--- config.mk ---
export PLATFORM = sky130hd
export DESIGN_NAME = scccb_coil_bank
export DESIGN_NICKNAME = d
export VERILOG_FILES = /design/src/design/scccb_pkg.sv /design/src/design/scccb_coil_bank.sv
export SDC_FILE = /design/constraint.sdc
export NUM_CORES = 1
export LEC_CHECK = 0
export BUFFER_PORTS_ARGS = -buffer_cell sky130_fd_sc_hd__buf_2
export CORE_UTILIZATION = 53
export DETAILED_ROUTE_END_ITERATION = 7
export PLACE_DENSITY_LB_ADDON = 0.25
export SLEW_MARGIN = 20
export SYNTH_ARGS = -nofsm -noshare
export SYNTH_HDL_FRONTEND = slang
export SYNTH_SLANG_ARGS = --single-unit
--- constraint.sdc ---
create_clock -name clk -period 4.6 [get_ports clk]
set_input_delay 0.46 -clock clk [delete_from_list [all_inputs] [get_ports clk]]
set_output_delay 0.46 -clock clk [all_outputs]
set_load 0.02 [all_outputs]
--- src/design/scccb_pkg.sv ---
// package: constants and carriers for the sensor coil bank
package scccb_pkg;
  // coil addresses
  localparam logic [15:0] COIL_TERM = 16'h0000;
  localparam logic [15:0] COIL_PORT = 16'h0001;
  localparam logic [15:0] COIL_APPLY = 16'h0002;
  localparam logic [15:0] COIL_FLUSH = 16'h0005;
  localparam logic [15:0] COIL_BOOT = 16'h0007;
  localparam logic [15:0] COIL_LAST = 16'h000F; // 8..15 reserved, read zero
  // register addresses
  localparam logic [15:0] REG_FAULT = 16'h02BC; // fault/status word, 700
  localparam logic [15:0] REG_FAULT_RSV = 16'h02BD; // reserved word, 701
  localparam logic [15:0] REG_MSB_MIRROR = 16'h00C8; // 200, msb first
  localparam logic [15:0] REG_LSB_MIRROR = 16'h0064; // 100, lsb first
  // function codes
  localparam logic [7:0] FC_READ_COILS = 8'h01;
  localparam logic [7:0] FC_READ_HOLD = 8'h03;
  localparam logic [7:0] FC_READ_INPUT = 8'h04;
  localparam logic [7:0] FC_WRITE_COIL = 8'h05;
  localparam logic [7:0] FC_WRITE_COILS = 8'h0F;
  localparam logic [7:0] FC_DIAG = 8'h08;
  localparam logic [15:0] SFC_RET_DIAG = 16'h0002;
  localparam logic [15:0] SFC_CLR_DIAG = 16'h000A;
  // exception codes
  localparam logic [7:0] EXC_ILL_FUNC = 8'h01;
  localparam logic [7:0] EXC_ILL_ADDR = 8'h02;
  // fault bits cleared by port reconfigure
  localparam logic [15:0] FAULT_SERIAL_MASK = 16'h0003;
  // baud selection
  localparam logic [31:0] BAUD_DEFAULT = 32'h0000_4B00; // 19200
  localparam int BAUD_TOL_PCT = 2;
  localparam int BAUD_N = 10;
  // timing
  localparam longint CLK_HZ = 125_000_000;
  localparam longint ACT_TIME_MS = 1000; // port/apply/flush, ~1 s
  localparam longint BOOT_TIME_MS = 4500; // reboot, 4-5 s
  localparam longint ACT_CYC_L = (CLK_HZ * ACT_TIME_MS) / 1000;
  localparam longint BOOT_CYC_L = (CLK_HZ * BOOT_TIME_MS) / 1000;
  localparam int CNT_W = 30;

  // request from the frame decoder
  typedef struct packed {
    logic valid;
    logic [7:0] func;
    logic [15:0] addr; // coil/register address or sub-function
    logic [15:0] qty; // quantity, or coil write value
  } scccb_req_t;

  // answer to the frame decoder
  typedef struct packed {
    logic valid;
    logic exc; // exception answer
    logic [7:0] code; // exception code
    logic [15:0] data; // read data, coils packed lsb first
  } scccb_rsp_t;

  // action strobes to the rest of the sensor
  typedef struct packed {
    logic portCfg;
    logic apply;
    logic flush;
    logic reboot;
  } scccb_act_t;

  typedef enum logic [1:0] {
    SCC_IDLE = 2'b00,
    SCC_BUSY = 2'b01,
    SCC_DONE = 2'b11
  } scccb_state_t;
endpackage : scccb_pkg

--- src/design/scccb_coil_bank.sv ---
// design: coil bank, fault/status word and its mirrors
`timescale 1ns/1ps
`default_nettype none

// How it works
// - five coils; one coil per write
// - coils 8-15 reserved, no function
// - coil 0 drives line terminator switch
// - terminator restored from saved value at reset
// - coil 1 reconfigures serial port
// - coil 1 self-clears after about one second
// - coil 2 applies config or queued commands
// - coil 2 self-clears after about one second
// - coil 5 flushes FIFO, clears sequence
// - coil 5 self-clears after about one second
// - coil 7 full reboot, saved settings restored
// - reboot takes about four to five seconds
// - coil read out of range: address exception
// - write undefined coil: function exception
// - two read-only 16-bit fault words
// - word 700 via reads and diagnostic 02
// - mirrors at 200 msb, 100 lsb first
// - diagnostic sub-code 10 clears fault bits
// - port reconfigure clears serial error bits
// - unsupported baud falls back to 19200
module scccb_coil_bank
  import scccb_pkg::*;
#(
  parameter longint ACT_CYCLES = ACT_CYC_L,
  parameter longint BOOT_CYCLES = BOOT_CYC_L
) (
  input wire logic clk,
  input wire logic rstn,
  input wire scccb_req_t req,
  input wire logic savedTerm, // terminator state from nonvolatile store
  input wire logic [15:0] faultSet, // fault events from the sensor
  input wire logic [31:0] baudReq, // requested baud from comm bank
  output scccb_rsp_t rsp,
  output logic termOn,
  output scccb_act_t act,
  output logic [31:0] baudCfg,
  output logic baudWr
);

  // supported baud table
  localparam logic [31:0] BAUD_TAB [BAUD_N] = '{
    32'h0000_0960, 32'h0000_12C0, 32'h0000_2580, 32'h0000_4B00,
    32'h0000_9600, 32'h0000_E100, 32'h0001_C200, 32'h0003_8400,
    32'h0000_B6D0, 32'h0007_A120};
  localparam logic [CNT_W-1:0] ACT_N = CNT_W'(ACT_CYCLES);
  localparam logic [CNT_W-1:0] BOOT_N = CNT_W'(BOOT_CYCLES);

  // state
  logic termQ, termD; // terminator coil
  logic loadQ, loadD; // saved value not yet loaded
  scccb_state_t stQ, stD; // action sequencer
  logic [3:0] busyQ, busyD; // running coil: port, apply, flush, boot
  logic [CNT_W-1:0] cntQ, cntD; // action timer
  logic [15:0] faultQ, faultD; // sticky fault word
  scccb_rsp_t rspQ, rspD;
  scccb_act_t actQ, actD;
  logic [31:0] baudQ, baudD;
  logic baudWrQ, baudWrD;

  // coil image, lsb = coil 0
  logic [15:0] coils;
  // baud match flag and value
  logic baudOk;
  logic [31:0] baudSel;
  logic inRange; // coil read span fits the bank

  // coil image and baud tolerance check
  always_comb begin
    coils = '0; // reserved coils read zero
    coils[COIL_TERM[3:0]] = termQ;
    coils[COIL_PORT[3:0]] = busyQ[0];
    coils[COIL_APPLY[3:0]] = busyQ[1];
    coils[COIL_FLUSH[3:0]] = busyQ[2];
    coils[COIL_BOOT[3:0]] = busyQ[3];
    baudOk = 1'b0;
    baudSel = BAUD_DEFAULT;
    // first entry within tolerance wins, else 19200
    for (int i = 0; i < BAUD_N; i++) begin
      if (!baudOk && (64'(baudReq) * 100 <= 64'(BAUD_TAB[i]) *
          (100 + BAUD_TOL_PCT)) && (64'(baudReq) * 100 >=
          64'(BAUD_TAB[i]) * (100 - BAUD_TOL_PCT))) begin
        baudOk = 1'b1;
        baudSel = BAUD_TAB[i];
      end
    end
  end

  // next-state: request decode, actions, faults
  always_comb begin
    termD = termQ;
    loadD = 1'b0;
    stD = stQ;
    busyD = busyQ;
    cntD = cntQ;
    actD = '0;
    baudD = baudQ;
    baudWrD = 1'b0;
    rspD = '0;
    inRange = 1'b0;
    // fault events set, clears below lose to a set
    faultD = faultQ;
    // saved terminator on first cycle after reset
    if (loadQ) begin
      termD = savedTerm;
    end
    // action timer
    case (stQ)
      SCC_IDLE: begin
        cntD = '0;
      end
      SCC_BUSY: begin
        cntD = cntQ + 1'b1;
        if ((busyQ[3] && cntQ >= BOOT_N - 1'b1) ||
            (!busyQ[3] && cntQ >= ACT_N - 1'b1)) begin
          stD = SCC_DONE;
        end
      end
      SCC_DONE: begin
        // reboot restores saved terminator
        if (busyQ[3]) begin
          termD = savedTerm;
        end
        busyD = '0; // self-clear
        stD = SCC_IDLE;
      end
      default: stD = SCC_IDLE;
    endcase
    // requests
    if (req.valid && !busyQ[3]) begin
      rspD.valid = 1'b1;
      if (req.func == FC_READ_COILS) begin
        inRange = (req.qty != '0) &&
          (17'(req.addr) + 17'(req.qty) <= 17'(COIL_LAST) + 17'd1);
        if (!inRange) begin
          rspD.exc = 1'b1;
          rspD.code = EXC_ILL_ADDR;
        end else begin
          rspD.data = coils >> req.addr[3:0];
        end
      end else if (req.func == FC_WRITE_COIL) begin
        // single write only; a 1 starts only when idle
        if (req.addr == COIL_TERM) begin
          termD = req.qty[15];
          rspD.data = req.qty;
        end else if ((req.addr == COIL_PORT || req.addr == COIL_APPLY ||
            req.addr == COIL_FLUSH || req.addr == COIL_BOOT)) begin
          rspD.data = req.qty;
          if (req.qty[15] && stQ == SCC_IDLE) begin
            stD = SCC_BUSY;
            if (req.addr == COIL_PORT) begin
              busyD[0] = 1'b1;
              actD.portCfg = 1'b1;
              baudD = baudOk ? baudSel : BAUD_DEFAULT;
              baudWrD = 1'b1;
              faultD = faultD & ~FAULT_SERIAL_MASK;
            end else if (req.addr == COIL_APPLY) begin
              busyD[1] = 1'b1;
              actD.apply = 1'b1;
            end else if (req.addr == COIL_FLUSH) begin
              busyD[2] = 1'b1;
              actD.flush = 1'b1;
            end else begin
              busyD[3] = 1'b1;
              actD.reboot = 1'b1;
            end
          end
        end else begin
          rspD.exc = 1'b1;
          rspD.code = EXC_ILL_FUNC;
        end
      end else if (req.func == FC_WRITE_COILS) begin
        rspD.exc = 1'b1; // multi writes refused
        rspD.code = EXC_ILL_FUNC;
      end else if (req.func == FC_READ_HOLD || req.func == FC_READ_INPUT) begin
        if (req.addr == REG_FAULT || req.addr == REG_MSB_MIRROR) begin
          rspD.data = faultQ;
        end else if (req.addr == REG_LSB_MIRROR) begin
          rspD.data = {faultQ[7:0], faultQ[15:8]};
        end else if (req.addr == REG_FAULT_RSV) begin
          rspD.data = '0; // reserved word
        end else begin
          rspD.exc = 1'b1;
          rspD.code = EXC_ILL_ADDR;
        end
      end else if (req.func == FC_DIAG) begin
        if (req.addr == SFC_RET_DIAG) begin
          rspD.data = faultQ;
        end else if (req.addr == SFC_CLR_DIAG) begin
          faultD = '0;
        end else begin
          rspD.exc = 1'b1;
          rspD.code = EXC_ILL_FUNC;
        end
      end else begin
        rspD.exc = 1'b1;
        rspD.code = EXC_ILL_FUNC;
      end
    end
    // set wins over any clear this cycle
    faultD = faultD | faultSet;
  end

  // registers
  always_ff @(posedge clk) begin
    if (!rstn) begin
      termQ <= 1'b0;
      loadQ <= 1'b1;
      stQ <= SCC_IDLE;
      busyQ <= '0;
      cntQ <= '0;
      faultQ <= '0;
      rspQ <= '0;
      actQ <= '0;
      baudQ <= BAUD_DEFAULT;
      baudWrQ <= 1'b0;
    end else begin
      termQ <= termD;
      loadQ <= loadD;
      stQ <= stD;
      busyQ <= busyD;
      cntQ <= cntD;
      faultQ <= faultD;
      rspQ <= rspD;
      actQ <= actD;
      baudQ <= baudD;
      baudWrQ <= baudWrD;
    end
  end

  // outputs straight from flops
  assign rsp = rspQ;
  assign termOn = termQ;
  assign act = actQ;
  assign baudCfg = baudQ;
  assign baudWr = baudWrQ;

endmodule : scccb_coil_bank
`default_nettype wire

**Word level (Yosys, flattened, before mapping)**

Cells that the tools add are included.

- Input port bits: 92
- Logic and storage cells: 205
- Register bits: 116

- Equality and inequality tests: 17
- Shift-type cells: 1
- Add/subtract/negate cells: 2
- Multiplexer cells: 89
- Reduce and logical (&&, ||, !) cells: 49
- Bitwise logic cells: 8
- $mul: 1
- Magnitude comparators: 23

Operator list:

| kind | number |
|---|---|
| $mux 32 | 9 |
| $mux 16 | 16 |
| $mux 9 | 10 |
| $ge 39x23->1 const B | 2 |
| $le 39x23->1 const B | 2 |
| $mux 25 | 3 |
| $pmux 30 s2 | 1 |
| $ge 39x18->1 const B | 1 |
| $ge 39x19->1 const B | 1 |
| $ge 39x20->1 const B | 1 |
| $ge 39x21->1 const B | 1 |
| $ge 39x22->1 const B | 1 |
| $ge 39x24->1 const B | 1 |
| $ge 39x25->1 const B | 1 |
| $ge 39x26->1 const B | 1 |
| $le 39x18->1 const B | 1 |
| $le 39x19->1 const B | 1 |
| $le 39x20->1 const B | 1 |
| $le 39x21->1 const B | 1 |
| $le 39x22->1 const B | 1 |
| $le 39x24->1 const B | 1 |
| $le 39x25->1 const B | 1 |
| $le 39x26->1 const B | 1 |
| $mul 32x5->37 const B | 1 |
| 40 further kinds | 130 |

**Logic depth before layout (Yosys ltp)**

- Depth after elaboration: 41
- Mapped depth: 19

**Least setup slack after synthesis**

No wires, ideal clock.

- Path kind: input -> register
- From: in baudReq[3]
- To: reg baudQ[9] (netlist: baudCfg[9])
- Arrival: 4550 ps
- Path buffers: 1
- Library setup time: 122 ps
- Data required time: 4478 ps
- Stages on the path: 16
- Setup slack: -72 ps
- Path through: ha_1 ha_1 fa_1 ha_1 buf_2 o211ai_2 o21a_1 a211oi_1 o21ai_1 a22oi_1 xor2_1 or4_4 nor4_4 and3_4 o21ai_1 a221o_1

- Longest elaborated chain between the ends: 41
- Elaborated cells on any way between the ends: 70
- Those cells by class: mul: 1; order compare: 20; mux: 21; reduce/logical: 28

RTL lines:

| item | line | text |
|---|---|---|
| start, declared | scccb_coil_bank.sv:37 | `input wire logic [31:0] baudReq,` |
| $mul 32x5->37 * | scccb_coil_bank.sv:84, scccb_coil_bank.sv:85 |  |
| $le 39x18->1 / $ge 39x18->1 (equally long branches) | scccb_coil_bank.sv:84, scccb_coil_bank.sv:85 |  |
| $logic_and 1x1->1 | scccb_coil_bank.sv:85 | `(100 + BAUD_TOL_PCT)) && (64'(baudReq) * 100 >=` |
| $mux 1 | scccb_coil_bank.sv:84 | `if (!baudOk && (64'(baudReq) * 100 <= 64'(BAUD_TAB[i]) *` |
| $logic_not 1->1 | scccb_coil_bank.sv:84 |  |
| $logic_and 1x1->1 | scccb_coil_bank.sv:84 |  |
| $logic_and 1x1->1 | scccb_coil_bank.sv:85 |  |
| $mux 1 | scccb_coil_bank.sv:84 |  |
| [25 not listed] | - |  |
| $logic_and 1x1->1 | scccb_coil_bank.sv:84 |  |
| $logic_and 1x1->1 | scccb_coil_bank.sv:85 |  |
| $mux 1 | scccb_coil_bank.sv:84 |  |
| $logic_not 1->1 | scccb_coil_bank.sv:84 |  |
| $logic_and 1x1->1 | scccb_coil_bank.sv:84 |  |
| $logic_and 1x1->1 | scccb_coil_bank.sv:85 |  |
| $mux 32 / $mux 1 (equally long branches) | scccb_coil_bank.sv:84 |  |
| $mux 32 * | scccb_coil_bank.sv:158 | `baudD = baudOk ? baudSel : BAUD_DEFAULT;` |
| end signal, assigned | scccb_coil_bank.sv:230 | `baudQ <= baudD;` |
| end, declared | scccb_coil_bank.sv:62 | `logic [31:0] baudQ, baudD;` |

Mark *: on every way between the ends. The rest lies on a longest branch, timed or not.
A chain may end at the register's enable or synchronous reset.

**Worst setup path in the final report**

- From: in baudReq[6]
- To: reg baudQ[14] (netlist: baudCfg[14])

Same word-level chain as after synthesis.

==> results.md <==
- Result of the run: completed
- Relative max-transition margin: 35.51%
- Critical path fanouts, max: 6
- # nets final: 1,745
- Final design utilization: 70.86%
- Iteration-0 DRC Markers: 624
- Wire length of the first global-routing pass: 43,550 um
- Path category of the worst min-delay check: primary input to flip-flop
- Launching element type of the critical path: primary input
- Cell area power density: 405.9 mW/mm^2
- Count of vias placed by the detailed router: 10,210
- Final setup violation count: 0
- Most frequent cells in the layout: buf_4 (188), buf_2 (132), nor2_1 (124), nand2_1 (102)
- Via count of the first global-routing pass: 9,533
- Number of buffers created by CTS: 9
- I/O pin cnt: 156
- Maximum number of pins on one net before global-route repair: 31
- Total of hold buffers inserted after clock tree synthesis: 0
- Max frequency: 222.7 MHz
- Ratio of cells with drive above 1 in the final layout: 28.26%
- Routed via count divided by cell count: 5.880
- Remaining global-route overflow: 0
- Count of TritonRoute iterations in the first routing pass: 5
- Combinational fraction of design power: 69.2%
- Initial cell density of the core: 54.73%
- Initial antenna violation count: 0
- Root buffer selected by CTS: clkbuf_16
- Diode count: 0
- Worst voltage drop across the vdd grid: 269.6 uV
- GRT Overall Usage: 28.57%
- Number of flops mapped to enable cells by yosys: 0
- Crit path time final: 4.490 ns
- Warnings, synthesis: 0
- Routed WL: 27,300 um
- Placed cell area: 0.01161 mm^2
- Full die area: 0.01859 mm^2
- Syn Std Cell Area: 0.009565 mm^2
- Area growth from synthesis to final layout: 29.47%
- IO Port Bufs: 132
- Average wire length per cell after detail routing: 15.72 um
- Latest clock arrival within the worst-skew pair: 0.34 ns
- Post-route clock period utilization: 97.62%
- Worst Path Arrival: 4.72 ns
- Pins over their slew limit: 0
- Die width: 136.3 um
- Switching share of power: 43.62%
- Detail Route Antenna Nets: 0
- TritonCTS clock tree: done
- Placeable Area: 0.01748 mm^2
- Post-synth cell types: 85
- Final worst slack: 0.1096 ns
- Clock sink count: 93
- Number of hold violations in the final report: 0
- Post-Layout Inst Area: 0.01238 mm^2
- Internal power of the cells: 2.834 mW
- Clock power share: 14.3%
- Average cell area after synthesis: 7.834 um^2
- Max capacitance violation total: 0
- Worst Hold Slack: 0.3160 ns
- H-tree depth: 3
- Number of standard-cell rows in the floorplan: 48
- Worst endpoint required time: 4.83 ns
- Post-synthesis sequential area ratio: 19.46%
- Worst setup slack after placement: -0.4026 ns
- Clock Pin Slew Worst Setup and Hold Paths: 0.07 ns
- Power share of the sequential group: 16.5%
- Static power due to leakage: 5.522 nW
- Post-synth top flop: dfxtp_1
- Worst clock skew on the final layout: 0.006202 ns
- Transition time of the tightest slew-check pin: 0.9662 ns
- Post-synthesis sequential element count: 93
- Weighted congestion reported at the end of routability-driven placement: 0.9776
- Switching pwr: 2.193 mW
- Critical path endpoint category: flip-flop
- Hpwl dp: 21,860 um
- Most common cell after layout, fill and taps aside: buf_4
- Number of instances in the synthesized netlist: 1,221
- Die extent in y: 136.3 um
- Setup TNS: 0 ns
- Clock Tree Buf Depth: 2
- DRC violations left: 0
- Share of synthesized registers carrying an async set or reset: 0%
- Setup Crit Path Kind: primary input to flip-flop
## routing by layer
metal	track usage, %	up-vias	wire length, um
met5	0	-	0
met1	37.14	4772	11890
li1	-	4970	-
met3	2.796	66	1566
met2	50.00	399	13250
met4	7.593	0	597
## stage by stage
step | power, mW | instances
floorplan | 2.629 | 1243
global placement | 3.972 | 1715
detailed placement | 3.995 | 1715
CTS | 4.730 | 1731
global route | 5.379 | 1736
finish | 5.027 | 1736
## registers in the layout, indices dropped and copies added (netlist names), 2 cells and up
register	count
rsp	20
busyQ	4
baudCfg	15
faultQ	16
stQ	2
act	3
cntQ	30
## worst paths after layout
kind | slack [ns] | from | cells past startpoint | to
min | 0.32 | faultSet[5] | 3 | faultQ[5]
max | 0.11 | baudReq[6] | 19 | baudCfg[14]
min reg2reg | 0.48 | baudCfg[4] | 2 | baudCfg[4]
max reg2reg | 1.84 | cntQ[2] | 11 | cntQ[27]
## synth_stat cells, drive strengths merged, types with 29 or more instances
cell type / n / area, um^2
ha: 119 / 1489
a21oi: 90 / 457.9
nand3: 41 / 205.2
nor2: 126 / 473.0
dfxtp: 93 / 1862
nand2: 102 / 382.9
inv: 92 / 345.3
o21ai: 70 / 357.8
clkbuf: 31 / 116.4
buf: 38 / 266.5
xor2: 29 / 254.0
## power groups by stage
stage               Combinational [mW]  Sequential (mW)  Clock, mW
detailed placement                3.15            0.846          0
floorplan                         1.78            0.845          0
global route                      3.79            0.830      0.762
CTS                               3.17            0.828      0.732
global placement                  3.13            0.846          0
finish                            3.48            0.828      0.720
## cell type report
cell class / count / area [um^2]
clock inverter: 7 / 63.81
clock buffer: 9 / 225.2
inverter: 92 / 345.3
timing repair buffer: 321 / 2092
tap: 225 / 281.5
multi-input combinational: 989 / 7515
sequential: 93 / 1862
fill: 1417 / 5092
## critical path, cell delays in order
cell	delay, ns
buf_2	0.12
ha_1	0.29
ha_1	0.32
fa_1	0.48
ha_2	0.43
a21oi_4	0.09
buf_4	0.14
buf_4	0.15
nand4b_1	0.12
a2bb2oi_1	0.33
nand2_1	0.22
buf_4	0.18
nor4b_1	0.45
nand4_1	0.15
o22ai_1	0.21
a21oi_2	0.11
nand2_1	0.10
o21ai_1	0.07
a221o_1	0.31
## cells by family after synthesis
logic type	Yosys count	share of synthesized area [%]
AOI/OAI and AO/OA	316	22.77
xor gates and xnor gates	57	5.219
adders and majority gates	147	21.43
buffers and inverters	161	7.613
DFF	93	19.46
muxes	6	0.6279
other	1	0.03920
and+or+nand+nor	440	22.84
## timing repair
action / CTS / global route
setup endpoints to repair: 8 / 15
buffers inserted: 0 / 5
endpoints found under the hold margin: 0 / 0
pin swaps: 0 / 33
gates resized for setup: 2 / 75
No activity file was read; power rests on OpenSTA's default activity.
